==> config.mk <==
export PLATFORM = sky130hd
export DESIGN_NAME = smsp_top
export DESIGN_NICKNAME = d
export VERILOG_FILES = /design/src/rtl/smsp_pkg.sv /design/src/rtl/smsp_top.sv
export SDC_FILE = /design/constraint.sdc
export NUM_CORES = 1
export LEC_CHECK = 0
export ABC_AREA = 0
export BUFFER_PORTS_ARGS = -buffer_cell sky130_fd_sc_hd__buf_2
export CORE_AREA = 2 2 73 75
export CTS_CLUSTER_SIZE = 10
export DETAILED_ROUTE_END_ITERATION = 16
export DIE_AREA = 0 0 75 77
export PLACE_DENSITY_LB_ADDON = 0.05
export SKIP_LAST_GASP = 1
export SYNTH_ARGS = -nofsm -noshare
export SYNTH_HDL_FRONTEND = slang
export SYNTH_SLANG_ARGS = --single-unit
==> constraint.sdc <==
create_clock -name SYS_CLK_I -period 6.67 [get_ports SYS_CLK_I]
set_input_delay 2.001 -clock SYS_CLK_I [delete_from_list [all_inputs] [get_ports SYS_CLK_I]]
set_output_delay 2.001 -clock SYS_CLK_I [all_outputs]
set_load 0.02 [all_outputs]
==> src/rtl/smsp_pkg.sv <==
package smsp_pkg;

  // ****************************************************************
  // Mode codes of the three-bit operating mode select field
  // ****************************************************************
  localparam logic [2:0] MODE_MST_DIV4  = 3'h0;
  localparam logic [2:0] MODE_MST_DIV16 = 3'h1;
  localparam logic [2:0] MODE_MST_DIV64 = 3'h2;
  localparam logic [2:0] MODE_MST_SUB   = 3'h3;
  localparam logic [2:0] MODE_MST_TMR   = 3'h4;
  localparam logic [2:0] MODE_SLAVE     = 3'h5;
  localparam logic [2:0] MODE_I2C       = 3'h6;
  localparam logic [2:0] MODE_NONE      = 3'h7;

  // ****************************************************************
  // Reset values and counts
  // ****************************************************************
  localparam logic [2:0] MODE_RST       = 3'h7;
  localparam logic [7:0] DATA_RST       = 8'h00;
  localparam int         WORD_BITS      = 8;
  localparam logic [3:0] BIT_CNT_W      = 4'h8;
  // Half-period of the master clock, in system clocks, per mode
  localparam logic [5:0] HALF_DIV4      = 6'h02;
  localparam logic [5:0] HALF_DIV16     = 6'h08;
  localparam logic [5:0] HALF_DIV64     = 6'h20;

  // ****************************************************************
  // Configuration carried as one struct
  // ****************************************************************
  typedef struct packed {
    logic [2:0] mode;          // Operating mode select
    logic       enable;        // Module enable
    logic       sel_pin_en;    // Select pin enable
    logic       idle_pol;      // 1: clock idles low
    logic       edge_sel;      // Capture edge select, slave only; master samples at the trailing edge
    logic       msb_first;     // 1: MSB first
  } smsp_cfg_s;

  typedef enum logic [1:0] {
    SMSP_IDLE,
    SMSP_LEAD,
    SMSP_TRAIL
  } smsp_state_e;

endpackage

==> src/rtl/smsp_top.sv <==
`timescale 1ns/1ns
`default_nettype none

module smsp_top
  import smsp_pkg::*;
(
  // Clock, reset, enable
  input  wire logic       SYS_CLK_I,
  input  wire logic       RST_N_I,
  input  wire logic       CLK_EN_I,
  // Configuration
  input  wire smsp_cfg_s  CFG_I,
  input  wire logic       PIN_ROUTED_I,
  input  wire logic       SUB_TICK_I,
  input  wire logic       TMR_TICK_I,
  // Data register access
  input  wire logic       WR_I,
  input  wire logic [7:0] WDATA_I,
  input  wire logic       FLAG_CLR_I,
  output logic [7:0]      RDATA_O,
  output logic            DONE_O,
  output logic            INCOMPLETE_O,
  output logic            WCOL_O,
  output logic            BUSY_O,
  // Pins
  input  wire logic       SDI_I,
  output logic            SDO_O,
  output logic            SDO_OE_O,
  input  wire logic       SCK_I,
  output logic            SCK_O,
  output logic            SCK_OE_O,
  input  wire logic       SLAVE_SELECT_N_I,
  output logic            SLAVE_SELECT_N_O,
  output logic            SLAVE_SELECT_N_OE_O,
  output logic            SDI_PULLUP_O
);

  // ****************************************************************
  // Mode decode
  // ****************************************************************
  function automatic logic is_master(input logic [2:0] m);
    is_master = (m <= MODE_MST_TMR);
  endfunction

  logic active;
  logic master;
  logic slave;
  // Port live only when routed, enabled and in an SPI mode
  assign master = is_master(CFG_I.mode);
  assign slave  = (CFG_I.mode == MODE_SLAVE);
  assign active = CFG_I.enable & PIN_ROUTED_I & (master | slave);

  // ****************************************************************
  // Input synchronisers
  // ****************************************************************
  logic [2:0] sync1_q;
  logic [2:0] sync2_q;
  logic       sck_prev_q;
  always_ff @(posedge SYS_CLK_I or negedge RST_N_I) begin
    if (!RST_N_I) begin
      sync1_q    <= 3'h7;
      sync2_q    <= 3'h7;
      // Matches the synchroniser's reset so no false edge follows reset
      sck_prev_q <= 1'h1;
    end else if (CLK_EN_I) begin
      sync1_q    <= {SLAVE_SELECT_N_I, SCK_I, SDI_I};
      sync2_q    <= sync1_q;
      sck_prev_q <= sync2_q[1];
    end
  end

  logic sdi_s;
  logic sck_s;
  logic ss_n_s;
  assign sdi_s  = sync2_q[0];
  assign sck_s  = sync2_q[1];
  assign ss_n_s = sync2_q[2];

  // ****************************************************************
  // Edge handling
  // ****************************************************************
  // Idle level is the inverse of the polarity bit
  logic idle_lvl;
  logic cap_rise;
  assign idle_lvl = ~CFG_I.idle_pol;
  // Idle high: 0 rising, 1 falling; idle low: 0 falling, 1 rising
  assign cap_rise = CFG_I.edge_sel ^ ~CFG_I.idle_pol;

  // Slave selected when select pin unused, or when used and held low
  logic sl_sel;
  assign sl_sel = slave & (~CFG_I.sel_pin_en | ~ss_n_s);

  logic sl_rise;
  logic sl_fall;
  logic sl_cap;
  logic sl_shf;
  assign sl_rise = sck_s & ~sck_prev_q;
  assign sl_fall = ~sck_s & sck_prev_q;
  assign sl_cap  = cap_rise ? sl_rise : sl_fall;
  assign sl_shf  = cap_rise ? sl_fall : sl_rise;

  // ****************************************************************
  // Master clock generator
  // ****************************************************************
  logic [5:0] div_q;
  logic [5:0] half;
  logic       tick;
  always_comb begin
    unique case (CFG_I.mode)
      MODE_MST_DIV4:  half = HALF_DIV4;
      MODE_MST_DIV16: half = HALF_DIV16;
      default:        half = HALF_DIV64;
    endcase
  end

  always_ff @(posedge SYS_CLK_I or negedge RST_N_I) begin
    if (!RST_N_I) begin
      div_q <= 6'h00;
    end else if (CLK_EN_I) begin
      if (div_q >= half - 6'h01) begin
        div_q <= 6'h00;
      end else begin
        div_q <= div_q + 6'h01;
      end
    end
  end

  // Slow sources supply ready-made half-period ticks
  always_comb begin
    unique case (CFG_I.mode)
      MODE_MST_SUB: tick = SUB_TICK_I;
      MODE_MST_TMR: tick = TMR_TICK_I;
      default:      tick = (div_q == 6'h00);
    endcase
  end

  // ****************************************************************
  // Transfer engine
  // ****************************************************************
  smsp_state_e state_q;
  logic [7:0]  shreg_q;
  logic [3:0]  bits_q;
  logic        sck_q;
  logic        in_bit;
  logic        out_bit;
  logic        sl_busy;
  assign in_bit  = sdi_s;
  assign out_bit = CFG_I.msb_first ? shreg_q[7] : shreg_q[0];
  assign sl_busy = (bits_q != 4'h0) & (bits_q != BIT_CNT_W);

  function automatic logic [7:0] shift_in(input logic [7:0] r,
                                          input logic b,
                                          input logic msb);
    shift_in = msb ? {r[6:0], b} : {b, r[7:1]};
  endfunction

  logic done_set;
  logic inc_set;
  logic wcol_set;
  logic busy;
  assign busy = master ? (state_q != SMSP_IDLE) : sl_busy;
  // Write during a transfer is dropped and flagged
  assign wcol_set = WR_I & busy;

  always_ff @(posedge SYS_CLK_I or negedge RST_N_I) begin
    if (!RST_N_I) begin
      state_q  <= SMSP_IDLE;
      shreg_q  <= DATA_RST;
      bits_q   <= 4'h0;
      sck_q    <= 1'h1;
      done_set <= 1'h0;
      inc_set  <= 1'h0;
    end else if (CLK_EN_I) begin
      done_set <= 1'h0;
      inc_set  <= 1'h0;
      if (!active) begin
        state_q <= SMSP_IDLE;
        bits_q  <= 4'h0;
        sck_q   <= idle_lvl;
        if (WR_I) shreg_q <= WDATA_I;
      end else if (master) begin
        unique case (state_q)
          SMSP_IDLE: begin
            sck_q <= idle_lvl;
            if (WR_I) begin
              shreg_q <= WDATA_I;
              bits_q  <= 4'h0;
              state_q <= SMSP_LEAD;
            end
          end
          SMSP_LEAD: if (tick) begin
            sck_q   <= ~sck_q;
            state_q <= SMSP_TRAIL;
            // First clock edge away from idle
          end
          SMSP_TRAIL: if (tick) begin
            sck_q <= ~sck_q;
            if (bits_q == BIT_CNT_W - 4'h1) begin
              state_q  <= SMSP_IDLE;
              done_set <= 1'h1;
            end else begin
              state_q <= SMSP_LEAD;
            end
            bits_q <= bits_q + 4'h1;
          end
          default: state_q <= SMSP_IDLE;
        endcase
        // Sample just before the trailing edge: the two-flop input delay
        // leaves the far side's bit settled then, even at the fastest rate
        if (state_q == SMSP_TRAIL && tick) begin
          shreg_q <= shift_in(shreg_q, in_bit, CFG_I.msb_first);
        end
      end else begin
        // Slave: clock comes only from the far master
        if (!sl_sel) begin
          if (sl_busy && CFG_I.sel_pin_en) begin
            inc_set  <= 1'h1;
            done_set <= 1'h1;
          end
          bits_q <= 4'h0;
          if (WR_I) shreg_q <= WDATA_I;
        end else begin
          if (WR_I && !sl_busy) begin
            shreg_q <= WDATA_I;
            bits_q  <= 4'h0;
          end else if (sl_cap) begin
            shreg_q <= shift_in(shreg_q, in_bit, CFG_I.msb_first);
            if (bits_q == BIT_CNT_W - 4'h1) begin
              done_set <= 1'h1;
              bits_q   <= 4'h0;
            end else begin
              bits_q <= bits_q + 4'h1;
            end
          end
        end
      end
    end
  end

  // ****************************************************************
  // Output bit holds stable across the capture edge
  // ****************************************************************
  logic sdo_q;
  always_ff @(posedge SYS_CLK_I or negedge RST_N_I) begin
    if (!RST_N_I) begin
      sdo_q <= 1'h0;
    end else if (CLK_EN_I) begin
      if (master && state_q == SMSP_IDLE && WR_I) begin
        // First bit must stand before the first clock edge leaves
        sdo_q <= CFG_I.msb_first ? WDATA_I[7] : WDATA_I[0];
      end else if (master || sl_shf || !sl_busy) begin
        sdo_q <= out_bit;
      end
    end
  end

  // ****************************************************************
  // Sticky flags, set wins over clear
  // ****************************************************************
  logic done_q;
  logic inc_q;
  logic wcol_q;
  always_ff @(posedge SYS_CLK_I or negedge RST_N_I) begin
    if (!RST_N_I) begin
      done_q <= 1'h0;
      inc_q  <= 1'h0;
      wcol_q <= 1'h0;
    end else if (CLK_EN_I) begin
      done_q <= done_set | (done_q & ~FLAG_CLR_I);
      inc_q  <= inc_set  | (inc_q  & ~FLAG_CLR_I);
      wcol_q <= wcol_set | (wcol_q & ~FLAG_CLR_I);
    end
  end

  // ****************************************************************
  // Pin drive registers
  // ****************************************************************
  always_ff @(posedge SYS_CLK_I or negedge RST_N_I) begin
    if (!RST_N_I) begin
      SDO_O               <= 1'h0;
      SDO_OE_O            <= 1'h0;
      SCK_O               <= 1'h1;
      SCK_OE_O            <= 1'h0;
      SLAVE_SELECT_N_O    <= 1'h1;
      SLAVE_SELECT_N_OE_O <= 1'h0;
      SDI_PULLUP_O        <= 1'h0;
      RDATA_O             <= DATA_RST;
      DONE_O              <= 1'h0;
      INCOMPLETE_O        <= 1'h0;
      WCOL_O              <= 1'h0;
      BUSY_O              <= 1'h0;
    end else if (CLK_EN_I) begin
      SDO_O               <= sdo_q;
      SDO_OE_O            <= active & (master | sl_sel);
      SCK_O               <= sck_q;
      SCK_OE_O            <= active & master;
      // Select drops with the starting write, so the far side's first
      // bit is through the synchronisers before it is sampled
      SLAVE_SELECT_N_O    <= ~((state_q != SMSP_IDLE) |
                               (active & master & WR_I));
      SLAVE_SELECT_N_OE_O <= active & master & CFG_I.sel_pin_en;
      SDI_PULLUP_O        <= active;
      RDATA_O             <= shreg_q;
      DONE_O              <= done_q;
      INCOMPLETE_O        <= inc_q;
      WCOL_O              <= wcol_q;
      BUSY_O              <= busy;
    end
  end
endmodule

`default_nettype wire

* Yosys cells after proc, flatten, opt, wreduce, memory -nomap -nowiden
Cells that the tools add are included.
** Storage, ports and cells
- Register bits after elaboration :: 53
- Bits in latches :: 0
- RAM bits :: 0
- Memory bits (read-only) :: 0
- Input bits :: 27
- Output and inout bits :: 19
- Logic and storage cells :: 151
- Memories kept :: 0
** Operators by class
- Add/subtract/negate cells :: 3
- Multipliers :: 0
- Divide/modulo/power cells :: 0
- Magnitude comparators :: 2
- Equal/unequal tests :: 19
- Shift operators :: 0
- Muxes and demuxes :: 51
- Bitwise logic cells :: 30
- Reduce and logical (&&, ||, !) cells :: 20
** Operators by type and width (number)
- two-way mux 8 bit :: 9
- two-way mux 4 bit :: 8
- two-way mux 1 bit :: 23
- AND 1 bit :: 14
- != test 4 bit, second input constant :: 3
- case mux 6 bit (2 select lines) :: 1
- two-way mux 2 bit :: 5
- AND reduction 5 bit :: 2
- != test 3 bit, second input constant :: 3
- != test 4 x 2 -> 1 bit, second input constant :: 2
- inverter 1 bit :: 8
- case mux 4 bit (2 select lines) :: 1
- bitwise OR 1 bit :: 7
- adder 6 x 1 -> 6 bit, second input constant :: 1
- equality test 3 bit, second input constant :: 2
- >= comparator 6 bit :: 1
- logical NOT 6 bit :: 1
- two-way mux 6 bit :: 1
- != test 3 x 2 -> 1 bit, second input constant :: 2
- case mux 2 bit (3 select lines) :: 1
- subtractor 6 x 1 -> 6 bit, second input constant :: 1
- logical AND 1 bit :: 5
- != test 5 x 3 -> 1 bit, second input constant :: 1
- adder 4 x 1 -> 4 bit, second input constant :: 1
- other kinds (19) :: 22

* Logic depth before layout (Yosys ltp)
- Depth after elaboration :: 8
- Mapped depth :: 9
- Gate-level depth less buffers :: 8

* Least setup slack after synthesis
Ideal clock, no wire load.
- Path type :: input port to flip-flop
- From :: in CFG_I[6] (netlist name)
- To :: reg bits_q[0]
- Setup time :: 0.083 ns
- Data arrival time :: 3.663 ns
- Data required time :: 6.587 ns
- Setup slack :: 2.924 ns
- Cell stages on the path :: 7
- Path buffers :: 1
- Cells stage by stage :: clkbuf_1 -> a21o_1 -> a2111oi_4 -> nor2_2 -> a211oi_4 -> or3b_1 -> o21ai_0
** On the way
- Cells in the longest elaborated chain, start to end :: 5
- Elaborated cells on any way between the ends :: 16
- Those cells by class :: 1 x order compare; 7 x eq/ne; 4 x mux; 3 x bitwise; 1 x reduce/logical
** Ends and longest elaborated chain
- start: declaration :: RTL line smsp_top.sv:12 : input wire smsp_cfg_s CFG_I,
- less-or-equal comparator 3 bit / equality test 3 bit (equally long branches) :: RTL line smsp_top.sv:42, smsp_top.sv:50
- bitwise OR 1 bit / AND 1 bit (equally long branches) :: RTL line smsp_top.sv:51, smsp_top.sv:91
- AND 1 bit / two-way mux 4 bit (equally long branches) :: RTL line smsp_top.sv:51, smsp_top.sv:215
- != test 5 x 3 -> 1 bit (no source line), or another cell as far along
- AND reduction 5 bit (no source line) / two-way mux 4 bit (equally long branches)
- end signal: assignment :: RTL line smsp_top.sv:204 : bits_q <= bits_q + 4'h1;
- end signal: assignment :: RTL line smsp_top.sv:232 : bits_q <= bits_q + 4'h1;
- end: declaration :: RTL line smsp_top.sv:142 : logic [3:0] bits_q;
Parallel ways exist; a longest one is shown, timed or not.
A chain may end at the register's enable or synchronous reset.

* Final worst setup path
- From :: in CFG_I[6] (netlist name)
- To :: reg shreg_q[6]
** On the way
- Cells in the longest elaborated chain, start to end :: 6
- Elaborated cells on any way between the ends :: 16
- Those cells by class :: 1 x order compare; 5 x eq/ne; 5 x mux; 3 x bitwise; 2 x reduce/logical
** Ends and longest elaborated chain
- branches (longest 6 deep; another with less-or-equal comparator 3 bit)
- end signal: assignment :: RTL line smsp_top.sv:211 : shreg_q <= shift_in(shreg_q, in_bit, CFG_I.msb_first);
- end signal: assignment :: RTL line smsp_top.sv:227 : shreg_q <= shift_in(shreg_q, in_bit, CFG_I.msb_first);
- end: declaration :: RTL line smsp_top.sv:141 : logic [7:0] shreg_q;
Parallel ways; which one is timed is not known.

==> metrics.txt <==
run status=completed; RSZ-0062 raised after global routing=no; endpoints failing setup=0; Chip Height=77 um; Worst R2R Path Depth=8; routed vias=2252; # port buffers=45; Hold Fails Final Rpt=0; H-tree depth=2; CP most frequent cell=o21ai_1; leakage power=0.00149 uW; Cell Chain, Critical Path=buf_2, o21ai_1, a2111oi_4, nor2_2, o21ai_1, a221oi_1, o2bb2ai_1; ys async rst share=1.00; min-delay worst type=register to register; cell with the most instances after synthesis=dfrtp_1; Final GP Congestion=0.822; ys flop type=dfrtp_1; critical path startpoint=CFG_I[6]; Gates resized, CTS repair=0; syn_nets=311; top cells by count, synth=dfrtp_1 (43), mux2_2 (33), a21oi_1 (14), nand2_1 (14); crit path to=shreg_q[6]$_DFFE_PN0P_; fraction of layout cells with a size suffix above 1=0.325; Mapped Area=2960 um^2; Clock Skew=0.00721 ns; top-area cell type share of the netlist area=0.363; setup TNS=0 ns; worst-margin pin slew=0.926 ns; post-route minimum period=3.84 ns; RR Endpoint=shreg_q[1]$_DFFE_PN0P_; placed insts=379; synth top area cells=dfrtp_1 (36%), mux2_2 (13%), dfstp_2 (8.9%); vias per inst=5.82; total CTS buffers=5; CP peak stage delay=0.50 ns; Starting Density=0.595; largest area contributor in the synthesized netlist=dfrtp_1; clock sink count=53; reg2reg start=div_q[0]$_DFFE_PN0P_; antenna cells=0; Synth Instances=273; vias in the first global route=2156; dpl hpwl=4370 um; kind of critical path=primary input to register; IO Pins=46; flop-to-flop setup slack=4.04 ns; endpoint type of the worst setup path=register; first-pass GRT wire length=10400 um; multi-input logic area=1540 um^2; maximum vdd ir drop=0.198 mV; worst-skew pair later-pin latency=0.30 ns; MaxCap Viol Count=0; DRC Markers=0; WP data arrival=4.03 ns; DIE WIDTH=75 um; largest net degree at the start of global routing=54; Yosys Warn Count=0; register area share after synthesis=0.452; clock tree buffer depth=2; Max Freq=260 MHz; pwr/cell area=261 nW/um^2; Avg Cell Area, Syn=10.8 um^2; filler instances=398; slowest CP cell=o21ai_1; Yosys cell types=54; fin crit share=0.576; row count=26; CP startpoint kind=primary input; GRT Residual Overflow=0; GRT Total Usage=0.231; Nets=354; CTS tree=built; Synth Register Bits=53; Die ar.=5780 um^2; slew margin rel.=0.383; drt wl/cell=15.9 um; Sequential cell area=1340 um^2; CP required=6.86 ns; number of detailed-route iterations in the first pass=5; Cell Count, Final, Fillers Out=387; Root Buffer=clkbuf_8; DRT antenna net count=0; Setup Fix Bufs, Post-CTS=0; DRT Wirelength=6140 um; antenna violations before repair=0; Worst-path clk slew=0.10 ns; initial DRC count=156; number of flops mapped to enable cells by yosys=0; Core Footprint=4980 um^2; Worst Path Max Fanout=11; Max Slew Vio Count=0; CTS Hold Bufs=0; P&R area growth vs syn=13.6%
-- cell usage in the layout (no fill, tap or decap), types with 3 or more instances in the layout --
cell type and n:
buf_2 45, dfrtp_1 43, mux2_2 33, nand2_1 14, a21oi_1 14, nor2_1 13, o21ai_0 13, inv_1 12
ha_1 11, dfstp_2 10, nand3_1 9, and2_1 9, o2bb2ai_1 9, a221oi_1 7, clkbuf_8 6, nor3_1 5
nand4_1 4, o21ai_1 3, nand3b_1 3, nand2b_1 3, mux2i_1 3, nor3b_1 3, a22o_1 3, xor2_1 3
-- final cells by class --
class                           instances  area share
Clock inverter                          2      0.0112
Tap cell                               70      0.0261
Sequential cell                        53       0.398
Timing Repair Buffer                   46      0.0692
Multi-Input combinational cell        198       0.457
Clock buffer                            6      0.0246
Inverter                               12      0.0134
-- logic make-up (layout without fill, tap and decap cells) --
family | count (synthesis) | count (layout) | share of synthesized area
AO/OA/AOI/OAI | 69 | 69 | 0.175
XOR/XNOR | 5 | 5 | 0.0148
adder cells (fa/ha/maj) | 11 | 11 | 0.0465
buffers and inverters | 22 | 66 | 0.0283
flip-flops | 53 | 53 | 0.452
multiplexers | 37 | 37 | 0.143
other | 1 | 1 | 0.00127
AND/OR/NAND/NOR | 75 | 75 | 0.138
-- how the worst min path moves through the flow --
stage / start / end / cells after the start / slack [ns]
6_report: SLAVE_SELECT_N_O$_DFFE_PN1P_ / SLAVE_SELECT_N_O$_DFFE_PN1P_ / 2 / 0.50
3_5_place_dp: inc_q$_DFFE_PN0P_ / inc_q$_DFFE_PN0P_ / 1 / 0.49
2_1_floorplan: wcol_q$_DFFE_PN0P_ / wcol_q$_DFFE_PN0P_ / 1 / 0.46
3_3_place_gp: SLAVE_SELECT_N_O$_DFFE_PN1P_ / SLAVE_SELECT_N_O$_DFFE_PN1P_ / 2 / 0.46
5_1_grt: SLAVE_SELECT_N_O$_DFFE_PN1P_ / SLAVE_SELECT_N_O$_DFFE_PN1P_ / 2 / 0.52
4_1_cts: SLAVE_SELECT_N_O$_DFFE_PN1P_ / SLAVE_SELECT_N_O$_DFFE_PN1P_ / 2 / 0.50
-- layer usage --
metal,GRT usage,vias up,wire [um]
li1,-,1091,-
met1,0.347,1104,2950
met2,0.344,49,2870
met3,0.0315,8,228
met4,0.0714,0,89
met5,0,-,0
-- power by group --
group          switching, uW  total [uW]  leakage (uW)  internal, uW
Sequential              52.1         434      0.000661           382
Clock                    104         227     0.0000574           122
Combinational            118         217      0.000771          98.9
Total                    275         877       0.00149           603
-- flip-flops by register name (all words and copies together), names as in the netlist, 2 cells and up --
register  flops
RDATA_O       8
bits_q        4
div_q         6
shreg_q       8
state_q       2
sync1_q       3
sync2_q       3
-- stage by stage --
step	instance area [um^2]	power [uW]	setup slack (ns)	hold WS [ns]	util
6_report	3360	877	2.83	0.502	0.675
3_5_place_dp	3240	658	2.51	0.490	0.651
3_3_place_gp	3240	651	2.57	0.462	0.651
5_1_grt	3360	934	2.57	0.520	0.675
4_1_cts	3360	886	2.83	0.503	0.675
2_1_floorplan	2960	586	2.92	0.460	-
-- critical path, delay by kind of cell --
family	cells	cell delay [ns]
AO/OA/AOI/OAI	5	1.48
AND/OR/NAND/NOR	1	0.40
buffers and inverters	1	0.15
(Power assumes the default switching activity.)
